<file path="config.mk">
export PLATFORM = sky130hd
export DESIGN_NAME = bank6_register_map
export DESIGN_NICKNAME = d
export VERILOG_FILES = /design/src/bank6_pkg.sv /design/src/bank6_mem_if.sv /design/src/bank6_data_mem.sv /design/src/bank6_register_map.sv
export SDC_FILE = /design/constraint.sdc
export NUM_CORES = 2
export LEC_CHECK = 0
export ABC_AREA = 1
export BUFFER_PORTS_ARGS = -buffer_cell sky130_fd_sc_hd__buf_2
export CAP_MARGIN = 30
export CORE_ASPECT_RATIO = 1.25
export CORE_UTILIZATION = 34
export DETAILED_ROUTE_END_ITERATION = 6
export PLACE_DENSITY_LB_ADDON = 0.08
export SYNTH_ARGS = -nofsm -noshare
export SYNTH_HDL_FRONTEND = slang
export SYNTH_SLANG_ARGS = --single-unit
</file>
<file path="constraint.sdc">
create_clock -name sys_clk_i -period 14.7 [get_ports sys_clk_i]
set_input_delay 2.94 -clock sys_clk_i [delete_from_list [all_inputs] [get_ports sys_clk_i]]
set_output_delay 2.94 -clock sys_clk_i [all_outputs]
set_load 0.005 [all_outputs]
</file>
<file path="src/bank6_pkg.sv">
// Package with offsets, masks, reset values and bus states of the bank map
package bank6_pkg;
  localparam int          PC_W        = 15;      // Program counter width
  localparam int          MEM_DEPTH   = 256;     // Indirect data memory bytes
  localparam int          MEM_AW      = 8;       // Indirect memory address width
  localparam logic [4:0]  BANK_NUM    = 5'h06;   // Bank served by this slice
  localparam logic [6:0]  CORE_LAST   = 7'h0B;   // Last offset of the core window
  // Register indexes; byte address is four times the index
  localparam logic [11:0] IDX_IND0    = 12'h300; // indirect_port_zero
  localparam logic [11:0] IDX_IND1    = 12'h301; // indirect_port_one
  localparam logic [11:0] IDX_PC_LOW  = 12'h302; // pc_low_byte
  localparam logic [11:0] IDX_STATUS  = 12'h303; // core_status_flags
  localparam logic [11:0] IDX_P0L     = 12'h304; // pointer_zero_low
  localparam logic [11:0] IDX_P0H     = 12'h305; // pointer_zero_high
  localparam logic [11:0] IDX_P1L     = 12'h306; // pointer_one_low
  localparam logic [11:0] IDX_P1H     = 12'h307; // pointer_one_high
  localparam logic [11:0] IDX_BANK    = 12'h308; // bank_select
  localparam logic [11:0] IDX_WORK    = 12'h309; // working_register
  localparam logic [11:0] IDX_LATCH   = 12'h30A; // pc_high_latch
  localparam logic [11:0] IDX_INTCTL  = 12'h30B; // core_interrupt_control
  localparam logic [11:0] IDX_C3VL    = 12'h311; // channel3_value_low
  localparam logic [11:0] IDX_C3VH    = 12'h312; // channel3_value_high
  localparam logic [11:0] IDX_C3CON   = 12'h313; // channel3_control
  localparam logic [11:0] IDX_C3RST   = 12'h314; // channel3_pwm_restart
  localparam logic [11:0] IDX_C3AS    = 12'h315; // channel3_autoshutdown
  localparam logic [11:0] IDX_C3STR   = 12'h316; // channel3_steering
  localparam logic [11:0] IDX_C4VL    = 12'h318; // channel4_value_low
  localparam logic [11:0] IDX_C4VH    = 12'h319; // channel4_value_high
  localparam logic [11:0] IDX_C4CON   = 12'h31A; // channel4_control
  localparam logic [11:0] IDX_C5VL    = 12'h31C; // channel5_value_low
  localparam logic [11:0] IDX_C5VH    = 12'h31D; // channel5_value_high
  localparam logic [11:0] IDX_C5CON   = 12'h31E; // channel5_control
  // Implemented bit masks
  localparam logic [7:0]  MASK_NONE   = 8'h00;   // Nothing stored
  localparam logic [7:0]  MASK_BYTE   = 8'hFF;   // Full byte
  localparam logic [7:0]  MASK_FIVE   = 8'h1F;   // Low five bits
  localparam logic [7:0]  MASK_SEVEN  = 8'h7F;   // Low seven bits
  localparam logic [7:0]  MASK_SIX    = 8'h3F;   // Low six bits
  localparam logic [7:0]  MASK_ST_WR  = 8'h07;   // Writable status flags
  localparam int          ST_TO_BIT   = 4;       // Time-out flag position
  localparam int          ST_PD_BIT   = 3;       // Power-down flag position
  // Reset values
  localparam logic [7:0]  RST_ZERO    = 8'h00;   // Common cleared value
  localparam logic [7:0]  RST_STATUS  = 8'h18;   // Status at power-on
  localparam logic [7:0]  RST_STEER   = 8'h01;   // Steering at any reset

  // Bus slave data phase states
  typedef enum logic [2:0] {
    ST_IDLE     = 3'b000,
    ST_WR       = 3'b001,
    ST_RD_MEM   = 3'b010,
    ST_RD_LATCH = 3'b011,
    ST_RD_DONE  = 3'b100
  } bus_state_e;

  // Implemented bits of a bank offset
  function automatic logic [7:0] rd_mask(input logic [4:0] o);
    case (o)
      IDX_PC_LOW[4:0], IDX_P0L[4:0], IDX_P0H[4:0], IDX_P1L[4:0],
      IDX_P1H[4:0], IDX_WORK[4:0], IDX_INTCTL[4:0], IDX_C3VL[4:0],
      IDX_C3VH[4:0], IDX_C3CON[4:0], IDX_C3RST[4:0], IDX_C3AS[4:0],
      IDX_C4VL[4:0], IDX_C4VH[4:0], IDX_C5VL[4:0], IDX_C5VH[4:0]: rd_mask = MASK_BYTE;
      IDX_STATUS[4:0], IDX_BANK[4:0], IDX_C3STR[4:0]:            rd_mask = MASK_FIVE;
      IDX_LATCH[4:0]:                                            rd_mask = MASK_SEVEN;
      IDX_C4CON[4:0], IDX_C5CON[4:0]:                            rd_mask = MASK_SIX;
      default:                                                   rd_mask = MASK_NONE;
    endcase
  endfunction : rd_mask

  // Power-on value of a bank offset
  function automatic logic [7:0] por_val(input logic [4:0] o);
    case (o)
      IDX_STATUS[4:0]: por_val = RST_STATUS;
      IDX_C3STR[4:0]:  por_val = RST_STEER;
      default:         por_val = RST_ZERO;
    endcase
  endfunction : por_val

  // Bits kept unchanged by the other resets
  function automatic logic [7:0] soft_keep(input logic [4:0] o);
    case (o)
      IDX_P0L[4:0], IDX_P1L[4:0], IDX_WORK[4:0], IDX_C3VL[4:0], IDX_C3VH[4:0],
      IDX_C4VL[4:0], IDX_C4VH[4:0], IDX_C5VL[4:0], IDX_C5VH[4:0]: soft_keep = MASK_BYTE;
      IDX_STATUS[4:0]: soft_keep = MASK_ST_WR;
      default:         soft_keep = MASK_NONE;
    endcase
  endfunction : soft_keep
endpackage : bank6_pkg

</file>
<file path="src/bank6_mem_if.sv">
// Interface between the register bank and its indirect data memory
`timescale 1ns/1ps
`default_nettype none
interface bank6_mem_if;
  logic       we;    // Write strobe
  logic       re;    // Read strobe
  logic [7:0] addr;  // Byte address
  logic [7:0] wdata; // Write data
  logic [7:0] rdata; // Registered read data
  modport master (output we, re, addr, wdata, input rdata);
  modport slave  (input we, re, addr, wdata, output rdata);
endinterface : bank6_mem_if
`default_nettype wire

</file>
<file path="src/bank6_data_mem.sv">
// Small data memory reached through the indirect ports
`timescale 1ns/1ps
`default_nettype none
module bank6_data_mem
  import bank6_pkg::*;
(
  input  wire logic   sys_clk_i, // System clock
  input  wire logic   reset_i,   // Async reset, active high
  bank6_mem_if.slave  mem        // Memory access port
);
  typedef struct packed {
    logic [7:0] rdata; // Read data register
  } mem_state_s;

  logic [7:0] cells [MEM_DEPTH]; // Storage, not reset
  mem_state_s q;                 // Registered state
  mem_state_s next_q;            // Next state

  // Read data follows a read strobe by one edge
  always_comb begin
    next_q = q;
    if (mem.re) begin
      next_q.rdata = cells[mem.addr];
    end
  end

  // State register
  always_ff @(posedge sys_clk_i or posedge reset_i) begin
    if (reset_i) begin
      q <= '0;
    end else begin
      q <= next_q;
    end
  end

  // Storage write
  always_ff @(posedge sys_clk_i) begin
    if (mem.we) begin
      cells[mem.addr] <= mem.wdata;
    end
  end

  assign mem.rdata = q.rdata;
endmodule : bank6_data_mem
`default_nettype wire

</file>
<file path="src/bank6_register_map.sv">
// Bank six register map behind an AHB-Lite slave
// Functional notes
// - Program counter upper byte has no address
// - Seven-bit high latch, top bit reads zero
// - Loading program counter copies latch into upper
// - Core offsets 0x00-0x0B decode in every bank
// - Unimplemented addresses and bits read zero
// - Listed reset values; some survive other resets
// - Bank select five bits; steering resets 01
`timescale 1ns/1ps
`default_nettype none
module bank6_register_map (
  input  wire logic                      sys_clk_i,        // System clock, 20 MHz
  input  wire logic                      reset_i,          // Power-on/brown-out reset
  input  wire logic                      soft_reset_i,     // Any other reset, sync
  input  wire logic                      timeout_flag_i,   // Time-out flag at soft reset
  input  wire logic                      powerdown_flag_i, // Power-down flag at soft reset
  input  wire logic                      hsel_i,           // Slave select
  input  wire logic [31:0]               haddr_i,          // Byte address
  input  wire logic [1:0]                htrans_i,         // Transfer type
  input  wire logic                      hwrite_i,         // Write when high
  input  wire logic [2:0]                hsize_i,          // Size, word only
  input  wire logic [31:0]               hwdata_i,         // Write data
  input  wire logic                      hready_i,         // Bus ready
  output logic      [31:0]               hrdata_o,         // Read data
  output logic                           hreadyout_o,      // Slave ready
  output logic                           hresp_o,          // Response, always OKAY
  output logic      [bank6_pkg::PC_W-1:0] pc_o,            // Program counter
  output logic      [4:0]                bank_select_o,    // Bank select value
  output logic      [7:0]                working_register_o // Working register
);
  import bank6_pkg::*;

  typedef struct packed {
    bus_state_e       state;   // Data phase state
    logic [11:0]      idx;     // Latched word index
    logic             wr;      // Latched direction
    logic [31:0]      rdata;   // Read data register
    logic [6:0]       pc_high; // Program counter upper part
    logic [31:0][7:0] regs;    // Bank offset storage
  } state_s;

  // Power-on contents of all offsets
  function automatic logic [31:0][7:0] por_all();
    logic [31:0][7:0] v;
    for (int k = 0; k < 32; k++) begin
      v[k] = por_val(5'(k));
    end
    return v;
  endfunction : por_all

  // Offset decodes to a register or an indirect port
  function automatic logic mapped(input logic [11:0] i);
    mapped = (i[6:0] <= CORE_LAST) ||
             (i[11:7] == BANK_NUM && i[6:5] == 2'b00 && rd_mask(i[4:0]) != MASK_NONE);
  endfunction : mapped

  // Offset is one of the indirect ports
  function automatic logic is_ind(input logic [11:0] i);
    is_ind = (i[6:1] == IDX_IND0[6:1]);
  endfunction : is_ind

  localparam state_s Q_RST = '{state: ST_IDLE, idx: 12'h000, wr: 1'b0,
                               rdata: 32'h0000_0000, pc_high: 7'h00,
                               regs: por_all()};

  state_s      q;       // Registered state
  state_s      next_q;  // Next state
  logic        accept;  // Address phase taken
  logic        accept_slot; // State may take a new address
  logic [7:0]  wbyte;   // Write data byte
  logic [4:0]  ofs;     // Latched register offset
  bank6_mem_if mem ();  // Indirect memory link

  // Indirect data memory
  bank6_data_mem u_mem (
    .sys_clk_i (sys_clk_i),
    .reset_i   (reset_i),
    .mem       (mem)
  );

  // Next state: bus phases, register writes, soft reset
  always_comb begin
    next_q      = q;
    wbyte       = hwdata_i[7:0];
    ofs         = q.idx[4:0];
    accept      = hsel_i && htrans_i[1] && hready_i;
    accept_slot = (q.state == ST_IDLE) || (q.state == ST_WR) || (q.state == ST_RD_DONE);
    mem.we      = 1'b0;
    mem.re      = 1'b0;
    mem.wdata   = wbyte;
    // Pointer pair low byte selects the memory cell
    mem.addr    = q.idx[0] ? q.regs[IDX_P1L[4:0]] : q.regs[IDX_P0L[4:0]];
    case (q.state)
      ST_WR: begin
        // Write data phase, no wait
        if (!mapped(q.idx)) begin
          next_q.regs = q.regs;
        end else if (is_ind(q.idx)) begin
          mem.we = 1'b1;
        end else if (ofs == IDX_STATUS[4:0]) begin
          // Time-out and power-down stay read-only
          next_q.regs[ofs] = (q.regs[ofs] & ~MASK_ST_WR) | (wbyte & MASK_ST_WR);
        end else begin
          next_q.regs[ofs] = wbyte & rd_mask(ofs);
          if (ofs == IDX_PC_LOW[4:0]) begin
            next_q.pc_high = q.regs[IDX_LATCH[4:0]][6:0];
          end
        end
      end
      ST_RD_MEM: begin
        // Fetch the memory cell behind an indirect port
        mem.re       = mapped(q.idx) && is_ind(q.idx);
        next_q.state = ST_RD_LATCH;
      end
      ST_RD_LATCH: begin
        // Register the read answer
        if (!mapped(q.idx)) begin
          next_q.rdata = 32'h0000_0000;
        end else if (is_ind(q.idx)) begin
          next_q.rdata = {24'h00_0000, mem.rdata};
        end else begin
          next_q.rdata = {24'h00_0000, q.regs[ofs] & rd_mask(ofs)};
        end
        next_q.state = ST_RD_DONE;
      end
      ST_IDLE, ST_RD_DONE: begin
        // Nothing to finish
      end
      default: begin
        next_q.state = ST_IDLE;
      end
    endcase
    // New address phase
    if (accept_slot) begin
      if (accept) begin
        next_q.idx   = haddr_i[13:2];
        next_q.wr    = hwrite_i;
        next_q.state = hwrite_i ? ST_WR : ST_RD_MEM;
      end else begin
        next_q.state = ST_IDLE;
      end
    end
    // Other resets win over a register write in the same cycle; an indirect port write still reaches memory
    if (soft_reset_i) begin
      for (int k = 0; k < 32; k++) begin
        next_q.regs[k] = (q.regs[k] & soft_keep(5'(k))) | (por_val(5'(k)) & ~soft_keep(5'(k)));
      end
      next_q.regs[IDX_STATUS[4:0]][ST_TO_BIT] = timeout_flag_i;
      next_q.regs[IDX_STATUS[4:0]][ST_PD_BIT] = powerdown_flag_i;
      next_q.pc_high = 7'h00;
    end
  end

  // State register
  always_ff @(posedge sys_clk_i or posedge reset_i) begin
    if (reset_i) begin
      q <= Q_RST;
    end else begin
      q <= next_q;
    end
  end

  // Outputs
  assign hrdata_o           = q.rdata;
  assign hreadyout_o        = (q.state != ST_RD_MEM) && (q.state != ST_RD_LATCH);
  assign hresp_o            = 1'b0;
  // Upper byte only reachable through the program counter output
  assign pc_o               = {q.pc_high, q.regs[IDX_PC_LOW[4:0]]};
  assign bank_select_o      = q.regs[IDX_BANK[4:0]][4:0];
  assign working_register_o = q.regs[IDX_WORK[4:0]];

  logic pc_low_write; // Write to the low byte commits now
  assign pc_low_write = (q.state == ST_WR) && (q.idx[6:0] == IDX_PC_LOW[6:0]);
endmodule : bank6_register_map
`default_nettype wire

</file>
==> flow_summary_export.csv <==
group,metric,value,unit
hold_path,hold_path.class,"flip-flop to flip-flop",
timing,fin_crit,6.40,ns
clock_tree,ctsHoldBuffers,0,
global_route,grt_remaining_overflow,0,
critical_path,slowest_stage,"dfrtp_1",
clock_tree,cts_setup_buffers,0,
place,port_buffers,65,
yosys,synth.distinct_cells,46,
timing,clock_skew,0.0594,ns
route,via_count,68700,
route,via_per_inst,4.94,
final_layout,seqCellArea,0.0689,mm²
final_layout,multi_input_area,0.0276,mm²
critical_path,startpoint_type,"flip-flop",
global_route,track_usage,21.9,%
place,hpwl,188,mm
timing,setup_violations,0,
yosys,synth_edf_count,2048,
clock_tree,cts_sinks,2342,
clock_tree,cts-buffers-inserted,248,
route,ant_nets,0,
route,dr.pass1.iters,6,
final_layout,final_util,38.1,%
clock_tree,cts_resized,0,
critical_path,criticalPathCategory,"flip-flop to flip-flop",
global_route,grt_pass1_wl,477,mm
clock_tree,cts_tree,"built",
final_layout,num-nets-final,9868,
pwr,totalPowerFinal,15.5,mW
clock_tree,insertion_delay,0.95,ns
route,wire_per_inst,23.8,µm
global_route,grt_max_degree,154,
timing,setup-tns-final,0,ns
yosys,yosysWarnings,0,
yosys,synthCells,9933,
global_route,grt_pass1_vias,67700,
timing,fmax,156,MHz
yosys,async_flop_share,12.6,%
critical_path,cpPeakStageDelay,0.72,ns
floorplanning,fp.dieH,609,µm
final_layout,final_common_cell,"nand2_1",
outcome,outcome,"completed",
critical_path,cp_num_buf_inv,6,
critical_path,cp.arrival,6.92,ns
clock_tree,clkTransAtPathRegs,0.06,ns
flow_run,drv_cap,0,
pwr,power.leakage,44.0,nW
route,drc,0,
yosys,synth_area,0.100,mm²
critical_path,crit_fanout,113,
pwr,p_per_area,139,mW/mm²
critical_path,end_kind,"flip-flop",
floorplanning,die_w,487,µm
global_route,antenna_found_initial,11,
floorplanning,initial_utilization,34.2,%
critical_path,cp_common_cell,"buf_4",
timing,hold_ws,0.475,ns
final_layout,syn2layout_area_growth,11.5,%
floorplanning,core-area,0.293,mm²
timing,tightest_slew,1.05,ns
final_layout,fillers,29200,
yosys,ys.flop_type,"edfxtp_1",
timing,min_period_over_period,43.6,%
critical_path,critical_path.cell_chain,"inv_4, nand2_8, nand2_8, buf_12, buf_4, nor2_4, buf_4, buf_4, nand2_2, buf_4, nor2_1",
critical_path,cp_top_family,"simple AND/OR/NAND/NOR gates",
route,dr.first_iter.drc_count,5830,
timing,slew_violations,0,
final_layout,final_cell_mix,"4858 x nand2_1, 2048 x edfxtp_1, 722 x nor2_1",
floorplanning,dieArea,0.297,mm²
pwr,max-vdd-ir-drop,133,µV
timing,hold_viol_final,0,
yosys,synth_seq_area_share,68.8,%
clock_tree,clockRootBuffer,"clkbuf_16",
place,finalWeightedCongestion,0.827,
floorplanning,std_cell_rows,222,
final_layout,drive_gt1_share,6.18,%
timing,relSlewSlack,30.1,%
clock_tree,clockBufferDepth,4,
clock_tree,htreeDepth,4,
critical_path,crit_required,15.21,ns
yosys,ys_ff_latch,2342,
route,drt-total-wl,331,mm
floorplanning,io_pins,139,
yosys,syn_area_per_cell,10.1,µm²
timing,grt_setup_unrepaired,"no",
Yosys cell counts, types with 31 or more instances:
cell         n  share of area [%]
nand2_1   4877                 18
inv_1      230               0.86
o21ai_1     56               0.28
buf_1       41               0.15
buf_4       72               0.54
buf_2      271                1.4
clkbuf_1   228               0.86
nand4_1    134               0.84
nor2_1     723                2.7
a22oi_1     31               0.23
dfrtp_1    291                7.3
o21ai_0    155               0.78
o22ai_1     84               0.53
nand3_1    576                2.9
edfxtp_1  2048                 61
worst reg2reg max path: cells and delay by family (launching register included):
kind                   cells  cell delay (ns)
AND/OR/NAND/NOR            5             2.77
buffers and inverters      6             2.53
flip-flops                 1             0.72
power by group:
| part | total [mW] | switching [mW] | internal [mW] |
|---|---|---|---|
| Combinational | 2.08 | 1.70 | 0.380 |
| Clock | 6.09 | 2.66 | 3.42 |
| Sequential | 7.33 | 0.0393 | 7.29 |
kinds of logic (layout without fill, tap and decap cells):
logic type / after synthesis / after routing / share of synthesized area [%]
other: 1 / 30 / 0.00375
AND/OR/NAND/NOR: 6343 / 6343 / 25.0
AO/OA/AOI/OAI: 376 / 376 / 2.18
multiplexers: 6 / 6 / 0.0675
buffers and inverters: 865 / 894 / 3.90
flip-flops: 2342 / 2342 / 68.8
per-stage QoR:
step                instances  area [µm²]  setup WS, ns
finish                  13900      112000          8.30
global placement        13500      104000          8.25
global route            13900      112000          8.01
CTS                     13900      111000          8.13
floorplan                9957      100000          3.65
detailed placement      13500      104000          8.17
state kept, by name, indices dropped and copies added (netlist names):
register	flops
u_mem.mem.rdata	8
pc_o	15
u_mem.cells	2048
bank_select_o	5
ofs	5
hrdata_o	8
q	245
working_register_o	8
routing by layer:
metal / wire length, µm / vias to the layer above / global-route usage, %
li1: - / 32500 / -
met1: 142000 / 34100 / 28.8
met2: 162000 / 1741 / 37.3
met3: 16300 / 438 / 3.07
met4: 10300 / 6 / 6.83
met5: 46 / - / 0
cell type report:
class                      count  share of cell area [%]
clock buffer                 318                    5.95
inverter                     247                   0.866
sequential                  2342                    61.7
timing repair buffer         202                    1.49
clock inverter               127                   0.886
multi-input combinational   6750                    24.7
antenna                        5                  0.0112
tap                         3920                    4.40
worst paths after layout:
| check | endpoint | slack [ns] | start | depth (start not counted) |
|---|---|---|---|---|
| setup / recovery | u_mem.cells[132][4] | 8.30 | ofs[0] | 11 |
| hold / removal | q[222] | 0.47 | q[222] | 2 |
| setup reg to reg | u_mem.cells[132][4] | 8.30 | ofs[0] | 11 |
| hold reg to reg | q[222] | 0.47 | q[222] | 2 |
| max in group asynchronous | q[119] | 11.19 | reset_i | 3 |
| min in group asynchronous | q[227] | 2.16 | reset_i | 2 |
Note: power is estimated with default switching activity, not from simulation.
